**src/common/bmct_params.svh**
```systemverilog
// Constants of the bus map cache translation block
`ifndef BMCT_PARAMS_SVH
`define BMCT_PARAMS_SVH
`define BMCT_ENTRIES 16
`define BMCT_ENTRY_VALID_BIT 33
`define BMCT_TAG_HI 32
`define BMCT_TAG_LO 20
`define BMCT_PAGE_HI 19
`define BMCT_PAGE_LO 0
`define BMCT_IO_WIN_LO 32'h20000000
`define BMCT_IO_WIN_HI 32'h20001fff
`define BMCT_MEM_WIN_LO 32'h30000000
`define BMCT_MEM_WIN_HI 32'h303fffff
`define BMCT_COMM_ADDR 32'h20001f40
`define BMCT_COMM_BUS_ADDR 22'h3fff40
`define BMCT_FLUSH_BIT 4'he
`define BMCT_COMM_RW_MASK 16'h0061
`define BMCT_MAP_VALID_BIT 31
`endif

```
**src/common/bmct_pkg.sv**
```systemverilog
// Types of the bus map cache translation block
package bmct_pkg;
  typedef logic [12:0] bmct_tag_t;
  typedef logic [19:0] bmct_page_t;
  typedef enum logic [1:0] {
    BMCT_IDLE = 2'b00,
    BMCT_READ = 2'b01,
    BMCT_DONE = 2'b11
  } bmct_state_t;
endpackage

```
**src/common/bmct_lookup_if.sv**
```systemverilog
// Lookup carrier between the controller and the associative array
`timescale 1ns/10ps
`default_nettype none
interface bmct_lookup_if;
  import bmct_pkg::*;
  bmct_tag_t look_tag;
  logic hit;
  bmct_page_t hit_page;
  logic fill;
  bmct_tag_t fill_tag;
  bmct_page_t fill_page;
  logic flush;
  logic kill;
  bmct_tag_t kill_tag;
  modport ctrl(output look_tag, fill, fill_tag, fill_page, flush, kill, kill_tag,
    input hit, hit_page);
  modport cam(input look_tag, fill, fill_tag, fill_page, flush, kill, kill_tag,
    output hit, hit_page);
endinterface
`default_nettype wire

```
**src/design/bmct_top.sv**
```systemverilog
// Address translation of the backplane bus interface
`timescale 1ns/10ps
`default_nettype none
`include "bmct_params.svh"
// How it works
// Sixteen-entry associative cache translates incoming DMA page addresses.
// Transfer ending on a page boundary prefetches the next page's entry.
// Miss on address bits 21:9 reads the entry from memory via map base; a page-boundary ending miss fetches only the next page's entry.
// Fetched entry is cached and the cycle proceeds only if its valid bit is set.
// Bit 33 entry flag enables the cached mapping; clear means consult memory.
// Flags clear on reset, power-good loss, flush, I/O reset, base or entry writes.
// Entry bits 32:20 hold bus page bits 21:9 and are compared associatively.
// Hit forms memory bits 28:9 from entry page, passes bits 8:0.
// I/O window local addresses copy bits 12:0 and assert I/O page select.
// I/O window accesses drive backplane bits 21:13 as zero.
// Memory window local addresses copy bits 21:0 to backplane.
// Device is always the bus arbiter; no auxiliary mode.
// Communication register gives other processors interrupts and memory access control.
// Sixteen-bit communication register in bus I/O space, reachable by any master.
// Byte writes change only the addressed byte.
// Register decodes at fixed local and bus addresses.
// Entry with valid bit clear: no bus response to that page.
// Writing one to bit 14 flushes all flags; reads zero.
// Round-robin victim when a new entry must be cached.
module bmct_top
  import bmct_pkg::*;
#(
  parameter int ENTRIES = `BMCT_ENTRIES
) (
  input wire logic I_CLK,
  input wire logic I_ARST_N,
  input wire logic i_power_good_input,
  input wire logic i_peripheral_reset_write,
  input wire logic i_map_base_write,
  input wire logic i_map_entry_write,
  input wire logic [12:0] i_map_entry_write_tag,
  // DMA request from the backplane
  input wire logic i_dma_req,
  input wire logic [21:0] i_dma_addr,
  input wire logic i_dma_end,
  output logic o_dma_ack,
  output logic o_dma_no_resp,
  output logic [28:0] o_mem_addr,
  // Map entry fetch from main memory
  output logic o_map_rd_req,
  output logic [12:0] o_map_rd_index,
  input wire logic i_map_rd_done,
  input wire logic [31:0] i_map_rd_data,
  // CPU local bus outbound translation
  input wire logic [31:0] i_cpu_local_bus_addr,
  output logic o_bus_valid,
  output logic [21:0] o_bus_addr,
  output logic o_io_page_select,
  // Communication register access from any bus master
  input wire logic i_comm_sel_local,
  input wire logic i_comm_sel_bus,
  input wire logic [31:0] i_comm_local_addr,
  input wire logic [21:0] i_comm_bus_addr,
  input wire logic i_comm_wr,
  input wire logic [1:0] i_comm_be,
  input wire logic [15:0] i_comm_wdata,
  output logic [15:0] o_comm_rdata,
  output logic o_comm_hit,
  output logic o_arbiter
);
  bmct_lookup_if lk ();
  bmct_state_t state_q;
  logic [21:0] req_addr_q;
  logic prefetch_q;
  logic [15:0] comm_q;
  logic comm_wr_hit;
  logic flush;
  logic [12:0] fetch_tag;
  logic fetch_valid;
  // Mask held at register width so the low-byte slice is taken explicitly
  localparam logic [15:0] COMM_MASK = `BMCT_COMM_RW_MASK;

  function automatic logic in_range(input logic [31:0] a, input logic [31:0] lo,
                                    input logic [31:0] hi);
    in_range = (a >= lo) && (a <= hi);
  endfunction

  bmct_cam #(.ENTRIES(ENTRIES)) u_cam (
    .i_clk(I_CLK),
    .i_arst_n(I_ARST_N),
    .lk(lk.cam)
  );

  // ****************************************
  // Invalidation sources
  // ****************************************
  // Power-good loss acts like reset for the flags
  assign comm_wr_hit = i_comm_wr && o_comm_hit;
  assign flush = !i_power_good_input || i_peripheral_reset_write || i_map_base_write ||
                 (comm_wr_hit && i_comm_be[1] && i_comm_wdata[`BMCT_FLUSH_BIT]);
  assign lk.flush = flush;
  assign lk.kill = i_map_entry_write;
  assign lk.kill_tag = i_map_entry_write_tag;

  // ****************************************
  // DMA lookup and miss refill
  // ****************************************
  assign fetch_tag = prefetch_q ? req_addr_q[21:9] + 13'h0001 : req_addr_q[21:9];
  assign fetch_valid = i_map_rd_data[`BMCT_MAP_VALID_BIT];
  assign lk.look_tag = i_dma_addr[21:9];
  assign lk.fill = (state_q == BMCT_READ) && i_map_rd_done && fetch_valid && !flush;
  assign lk.fill_tag = fetch_tag;
  assign lk.fill_page = i_map_rd_data[19:0];
  assign o_map_rd_req = (state_q == BMCT_READ);
  assign o_map_rd_index = fetch_tag;

  always_ff @(posedge I_CLK or negedge I_ARST_N) begin
    if (!I_ARST_N) begin
      state_q <= BMCT_IDLE;
      prefetch_q <= 1'b0;
      req_addr_q <= '0;
    end else begin
      unique case (state_q)
        BMCT_IDLE: begin
          if (i_dma_req && i_dma_end && i_dma_addr[8:0] == 9'h1ff) begin
            // Prefetch before the next transfer may begin
            state_q <= BMCT_READ;
            prefetch_q <= 1'b1;
            req_addr_q <= i_dma_addr;
          end else if (i_dma_req && !lk.hit) begin
            state_q <= BMCT_READ;
            prefetch_q <= 1'b0;
            req_addr_q <= i_dma_addr;
          end
        end
        BMCT_READ: begin
          if (i_map_rd_done) begin
            state_q <= BMCT_DONE;
          end
        end
        BMCT_DONE: begin
          state_q <= BMCT_IDLE;
        end
        default: state_q <= BMCT_IDLE;
      endcase
    end
  end

  // Miss answer is given once a non-prefetch fetch completes; invalid entry means no response
  always_ff @(posedge I_CLK or negedge I_ARST_N) begin
    if (!I_ARST_N) begin
      o_dma_ack <= 1'b0;
      o_dma_no_resp <= 1'b0;
      o_mem_addr <= '0;
    end else begin
      o_dma_ack <= 1'b0;
      o_dma_no_resp <= 1'b0;
      if (state_q == BMCT_IDLE && i_dma_req && lk.hit &&
          !(i_dma_end && i_dma_addr[8:0] == 9'h1ff)) begin
        o_dma_ack <= 1'b1;
        o_mem_addr <= {lk.hit_page, i_dma_addr[8:0]};
      end else if (state_q == BMCT_IDLE && i_dma_req && lk.hit) begin
        o_dma_ack <= 1'b1;
        o_mem_addr <= {lk.hit_page, i_dma_addr[8:0]};
      end else if (state_q == BMCT_READ && i_map_rd_done && !prefetch_q) begin
        if (fetch_valid) begin
          o_dma_ack <= 1'b1;
          o_mem_addr <= {i_map_rd_data[19:0], req_addr_q[8:0]};
        end else begin
          o_dma_no_resp <= 1'b1;
        end
      end
    end
  end

  // ****************************************
  // Outbound local bus translation
  // ****************************************
  always_ff @(posedge I_CLK or negedge I_ARST_N) begin
    if (!I_ARST_N) begin
      o_bus_valid <= 1'b0;
      o_bus_addr <= '0;
      o_io_page_select <= 1'b0;
    end else if (in_range(i_cpu_local_bus_addr, `BMCT_IO_WIN_LO, `BMCT_IO_WIN_HI)) begin
      o_bus_valid <= 1'b1;
      o_bus_addr <= {9'h000, i_cpu_local_bus_addr[12:0]};
      o_io_page_select <= 1'b1;
    end else if (in_range(i_cpu_local_bus_addr, `BMCT_MEM_WIN_LO, `BMCT_MEM_WIN_HI)) begin
      o_bus_valid <= 1'b1;
      o_bus_addr <= i_cpu_local_bus_addr[21:0];
      o_io_page_select <= 1'b0;
    end else begin
      o_bus_valid <= 1'b0;
      o_bus_addr <= '0;
      o_io_page_select <= 1'b0;
    end
  end

  // ****************************************
  // Communication register
  // ****************************************
  // Fixed address because auxiliary mode does not exist
  assign o_arbiter = 1'b1;
  assign o_comm_hit = (i_comm_sel_local && i_comm_local_addr == `BMCT_COMM_ADDR) ||
                      (i_comm_sel_bus && i_comm_bus_addr == `BMCT_COMM_BUS_ADDR);

  always_ff @(posedge I_CLK or negedge I_ARST_N) begin
    if (!I_ARST_N) begin
      comm_q <= '0;
    end else if (!i_power_good_input) begin
      comm_q <= '0;
    end else if (comm_wr_hit) begin
      // Only storable bits kept; the flush bit never stores so it reads zero
      if (i_comm_be[0]) begin
        comm_q[7:0] <= i_comm_wdata[7:0] & COMM_MASK[7:0];
      end
      if (i_comm_be[1]) begin
        comm_q[15:8] <= 8'h00;
      end
    end
  end
  assign o_comm_rdata = comm_q;
endmodule
`default_nettype wire

```
**src/design/bmct_cam.sv**
```systemverilog
// Sixteen-entry fully associative map cache
`timescale 1ns/10ps
`default_nettype none
`include "bmct_params.svh"
module bmct_cam
  import bmct_pkg::*;
#(
  parameter int ENTRIES = `BMCT_ENTRIES
) (
  input wire logic i_clk,
  input wire logic i_arst_n,
  bmct_lookup_if.cam lk
);
  localparam int IW = $clog2(ENTRIES);
  // Entry layout: flag, tag, memory page
  logic [`BMCT_ENTRY_VALID_BIT:0] entry_q [ENTRIES];
  logic [IW-1:0] victim_q;
  logic [ENTRIES-1:0] match;

  // ****************************************
  // Associative compare
  // ****************************************
  always_comb begin
    lk.hit = 1'b0;
    lk.hit_page = '0;
    for (int i = 0; i < ENTRIES; i++) begin
      match[i] = entry_q[i][`BMCT_ENTRY_VALID_BIT] &&
                 entry_q[i][`BMCT_TAG_HI:`BMCT_TAG_LO] == lk.look_tag;
      if (match[i]) begin
        lk.hit = 1'b1;
        lk.hit_page = entry_q[i][`BMCT_PAGE_HI:`BMCT_PAGE_LO];
      end
    end
  end

  // ****************************************
  // Fill, replacement and invalidation
  // ****************************************
  always_ff @(posedge i_clk or negedge i_arst_n) begin
    if (!i_arst_n) begin
      for (int i = 0; i < ENTRIES; i++) begin
        entry_q[i] <= '0;
      end
    end else if (lk.flush) begin
      for (int i = 0; i < ENTRIES; i++) begin
        entry_q[i][`BMCT_ENTRY_VALID_BIT] <= 1'b0;
      end
    end else begin
      for (int i = 0; i < ENTRIES; i++) begin
        if (lk.kill && entry_q[i][`BMCT_TAG_HI:`BMCT_TAG_LO] == lk.kill_tag) begin
          entry_q[i][`BMCT_ENTRY_VALID_BIT] <= 1'b0;
        end
      end
      if (lk.fill) begin
        entry_q[victim_q] <= {1'b1, lk.fill_tag, lk.fill_page};
      end
    end
  end

  // Round robin keeps the victim choice free of any usage tracking
  always_ff @(posedge i_clk or negedge i_arst_n) begin
    if (!i_arst_n) begin
      victim_q <= '0;
    end else if (lk.fill) begin
      victim_q <= victim_q + 1'b1;
    end
  end
endmodule
`default_nettype wire

```
**config.mk**
```make
export PLATFORM = sky130hd
export DESIGN_NAME = bmct_top
export DESIGN_NICKNAME = d
export VERILOG_FILES = /design/src/common/bmct_pkg.sv /design/src/common/bmct_lookup_if.sv /design/src/design/bmct_top.sv /design/src/design/bmct_cam.sv
export VERILOG_INCLUDE_DIRS = /design/src /design/src/common
export SDC_FILE = /design/constraint.sdc
export NUM_CORES = 1
export LEC_CHECK = 0
export BUFFER_PORTS_ARGS = -buffer_cell sky130_fd_sc_hd__buf_2
export CAP_MARGIN = 20
export CORE_MARGIN = 1.5
export CORE_UTILIZATION = 45
export CTS_BUF_LIST = sky130_fd_sc_hd__clkbuf_2 sky130_fd_sc_hd__clkbuf_4 sky130_fd_sc_hd__clkbuf_8
export CTS_CLUSTER_SIZE = 30
export DETAILED_ROUTE_END_ITERATION = 10
export GPL_ROUTABILITY_DRIVEN = 1
export PLACE_DENSITY_LB_ADDON = 0.15
export SETUP_SLACK_MARGIN = 0.02
export SLEW_MARGIN = 20
export SYNTH_ARGS = -nofsm -noshare
export SYNTH_HDL_FRONTEND = slang
export SYNTH_SLANG_ARGS = --single-unit
export TNS_END_PERCENT = 5
```
**constraint.sdc**
```tcl
create_clock -name I_CLK -period 9.1 [get_ports I_CLK]
set_clock_uncertainty 0.15 [all_clocks]
set_input_delay 1.82 -clock I_CLK [delete_from_list [all_inputs] [get_ports I_CLK]]
set_output_delay 1.82 -clock I_CLK [all_outputs]
set_load 0.1 [all_outputs]
```
==> flow_summary.ini <==
[sta]
fin_crit_ns = 5.76
finalHoldViolCount = 0
rsz0062_at_grt = no
max-slew-margin-rel_pct = 20.4
tightest_slew_ns = 1.19
max_freq_mhz = 174
finalWorstSetupSlack_ns = 3.34
fin_crit_sh_pct = 63.3
setup_viol = 0
fin_setup_tns_ns = 0
drv_slew = 0
timing.hold.ws_ns = 0.329

[worst_setup_path]
path_class = in -> reg
path_buf_inv = 1
critPathArrivalTime_ns = 6.23
cp_cell_sequence = buf_2 > xnor2_1 > nand4_2 > or4_1 > a221oi_1 > o311ai_0 > a221oi_1 > o211ai_1 > o21a_1
crit_path_frequent_cell = a221oi_1
slowest_delay_ns = 1.15
critPathMaxFanout = 24
slowest_stage = or4_1
required_ns = 9.57
r2r_cells = 9
cp_top_family = compound AO/OA/AOI/OAI gates
timing.rr.end = o_mem_addr[28]$_DFFE_PN0P_
start_kind = input pin
r2r_setup_slack_ns = 4.63
cp-end-kind = flop

[yosys]
muxShareOfSynthArea_pct = 21.4
synthDistinctLibCells = 66
synth-compound-area-share_pct = 7.67
synth_warnings = 0
syn_area_per_cell_um2 = 12.1
syn_inst = 2809
synth_simple_gate_area_share_pct = 8.89
synth_fa_ha_area_share_pct = 0.184
ys_ff_latch = 631
syn_area_um2 = 34000
synth_top_family_by_area = multiplexers
synthFlopType = dfrtp_1
synth_edf_count = 0
ys_seq_area_share_pct = 46.4
synth_xor_area_share_pct = 10.9
async_flop_share_pct = 100

[hold_path]
hold_path.class = reg -> reg
whs_path_depth = 1
min_to = o_mem_addr[6]$_DFFE_PN0P_
hold_start = o_mem_addr[6]$_DFFE_PN0P_

[layout]
nNetsFinal = 3176
layout_common_cells = 631 x dfrtp_1, 346 x mux2_2, 319 x xnor2_1
layout-drive-gt1-share_pct = 36.5
final_common_cell = dfrtp_1
nFillCells = 6546
area_delta_synth_final_pct = 12.8
final_cells = 4048

[placed_design]
place_inst = 3843
dp_slack_ns = 2.45
post-dp-hpwl_um = 64200
gp_routability_congestion = 0.844
port_buffers = 232

[detailed_routing]
wl_per_cell_um = 26.8
drtIter0Drc = 2173
drcViolationCount = 0
dr.pass1.iters = 5
wl_um = 108000
via_count = 24505
viasPerCell = 6.05
final_antenna_net_count = 0

[clock_network]
numCtsBuffers = 112
cts_tree = built
hold_buffers = 0
root_buffer = clkbuf_8
clock-sinks = 631
clk-insertion-delay-late_ns = 0.75
clk_pin_slew_ns = 0.06
postCtsSetupBuffers = 0
cts_resized = 0
ctsHtreeMaxLevel = 3
cts_max_path_buffers = 3

[global_routing]
grt_usage_pct = 27.9
grt_pass1_wl_um = 163000
grt_overflow_total = 0
antenna_found_initial = 3
grt_pass1_vias = 25467
grt_max_degree = 182

[die]
coreArea_um2 = 74600
fp-row-count = 100
dieArea_um2 = 77200
ios = 270
initial_utilization_pct = 45.6
die_h_um = 278
die_w_um = 278

[run_status]
outcome = complete, no violations

[pwr]
power.leakage_nw = 17.3
ir_worst_vdd_uv = 283
power.density_nw_per_um2 = 216
finalPower_w = 0.00829

[flow_run]
drv_cap = 0
==> cells by family (layout without fill, tap and decap cells) <==
kind of cell / count (synthesis) / count (layout)
flip-flops: 631 / 631
multiplexers: 576 / 576
AND/OR/NAND/NOR: 535 / 535
XOR/XNOR: 425 / 425
AO/OA/AOI/OAI: 358 / 358
buffers and inverters: 277 / 533
adder cells (fa/ha/maj): 5 / 5
other: 2 / 16
==> where the power goes <==
part	switching, W	internal (W)	total [W]
Clock	0.00125	0.00169	0.00294
Combinational	0.00148	0.000576	0.00206
Sequential	0.000222	0.00308	0.00330
Total	0.00295	0.00534	0.00829
==> final cells by class <==
| type | instances | area (µm²) | share of cell area [%] |
|---|---|---|---|
| well taps | 969 | 1210 | 3.16 |
| diodes | 2 | 5.00 | 0.0130 |
| multi-input cells | 1913 | 16900 | 44.2 |
| repair buffers | 311 | 1810 | 4.73 |
| clock inverters | 20 | 195 | 0.509 |
| flip-flops and latches | 631 | 15800 | 41.1 |
| clock buffers | 183 | 2340 | 6.11 |
| inverters | 19 | 71.3 | 0.186 |
==> metrics by stage <==
step           utilization, %  area [µm²]
3_5_place_dp             48.0       35800
2_1_floorplan               -       34100
6_report                 51.5       38400
4_1_cts                  51.4       38400
5_1_grt                  51.5       38400
3_3_place_gp             48.0       35800
==> synth_stat cells, drive strengths merged, types with 19 or more instances <==
library cell	count	area share (%)
clkbuf	144	1.6
xor2	97	2.5
nand3	83	1.3
nor3b	21	0.46
nor4	60	1.2
and2	27	0.50
buf	114	2.7
nand4b	19	0.49
o21a	19	0.42
a221oi	38	0.98
nand4	102	1.9
nor3	29	0.44
o21ai	27	0.43
inv	19	0.21
o221ai	36	0.93
nand2	108	1.2
o311ai	20	0.52
nor2	44	0.50
mux2	570	21
dfrtp	631	46
a21oi	74	1.1
xnor2	328	8.4
o211ai	20	0.44
o22ai	22	0.40
==> layer usage <==
metal | vias up | global-route usage, % | part of all wire, % | routed length (µm)
met5 | - | 0 | 0 | 0
met4 | 0 | 9.54 | 2.8 | 2990
met3 | 200 | 4.70 | 6.6 | 7180
met2 | 978 | 44.9 | 47 | 51000
met1 | 12804 | 38.2 | 44 | 47200
li1 | 10523 | - | - | -
==> worst max-delay path by stage <==
stage / from / end / slack, ns / cells after the start
final: i_dma_addr[16] / o_mem_addr[28]$_DFFE_PN0P_ / 3.34 / 9
after CTS: i_dma_addr[10] / req_addr_q[6]$_DFFE_PN0P_ / 3.26 / 10
after global placement: i_dma_addr[20] / req_addr_q[18]$_DFFE_PN0P_ / 2.34 / 11
after global routing: i_comm_bus_addr[1] / o_comm_hit / 3.27 / 7
after floorplan: i_comm_local_addr[28] / o_comm_hit / 1.73 / 3
after detailed placement: i_dma_addr[10] / req_addr_q[6]$_DFFE_PN0P_ / 2.45 / 10
No activity file was read; power rests on OpenSTA's default activity.
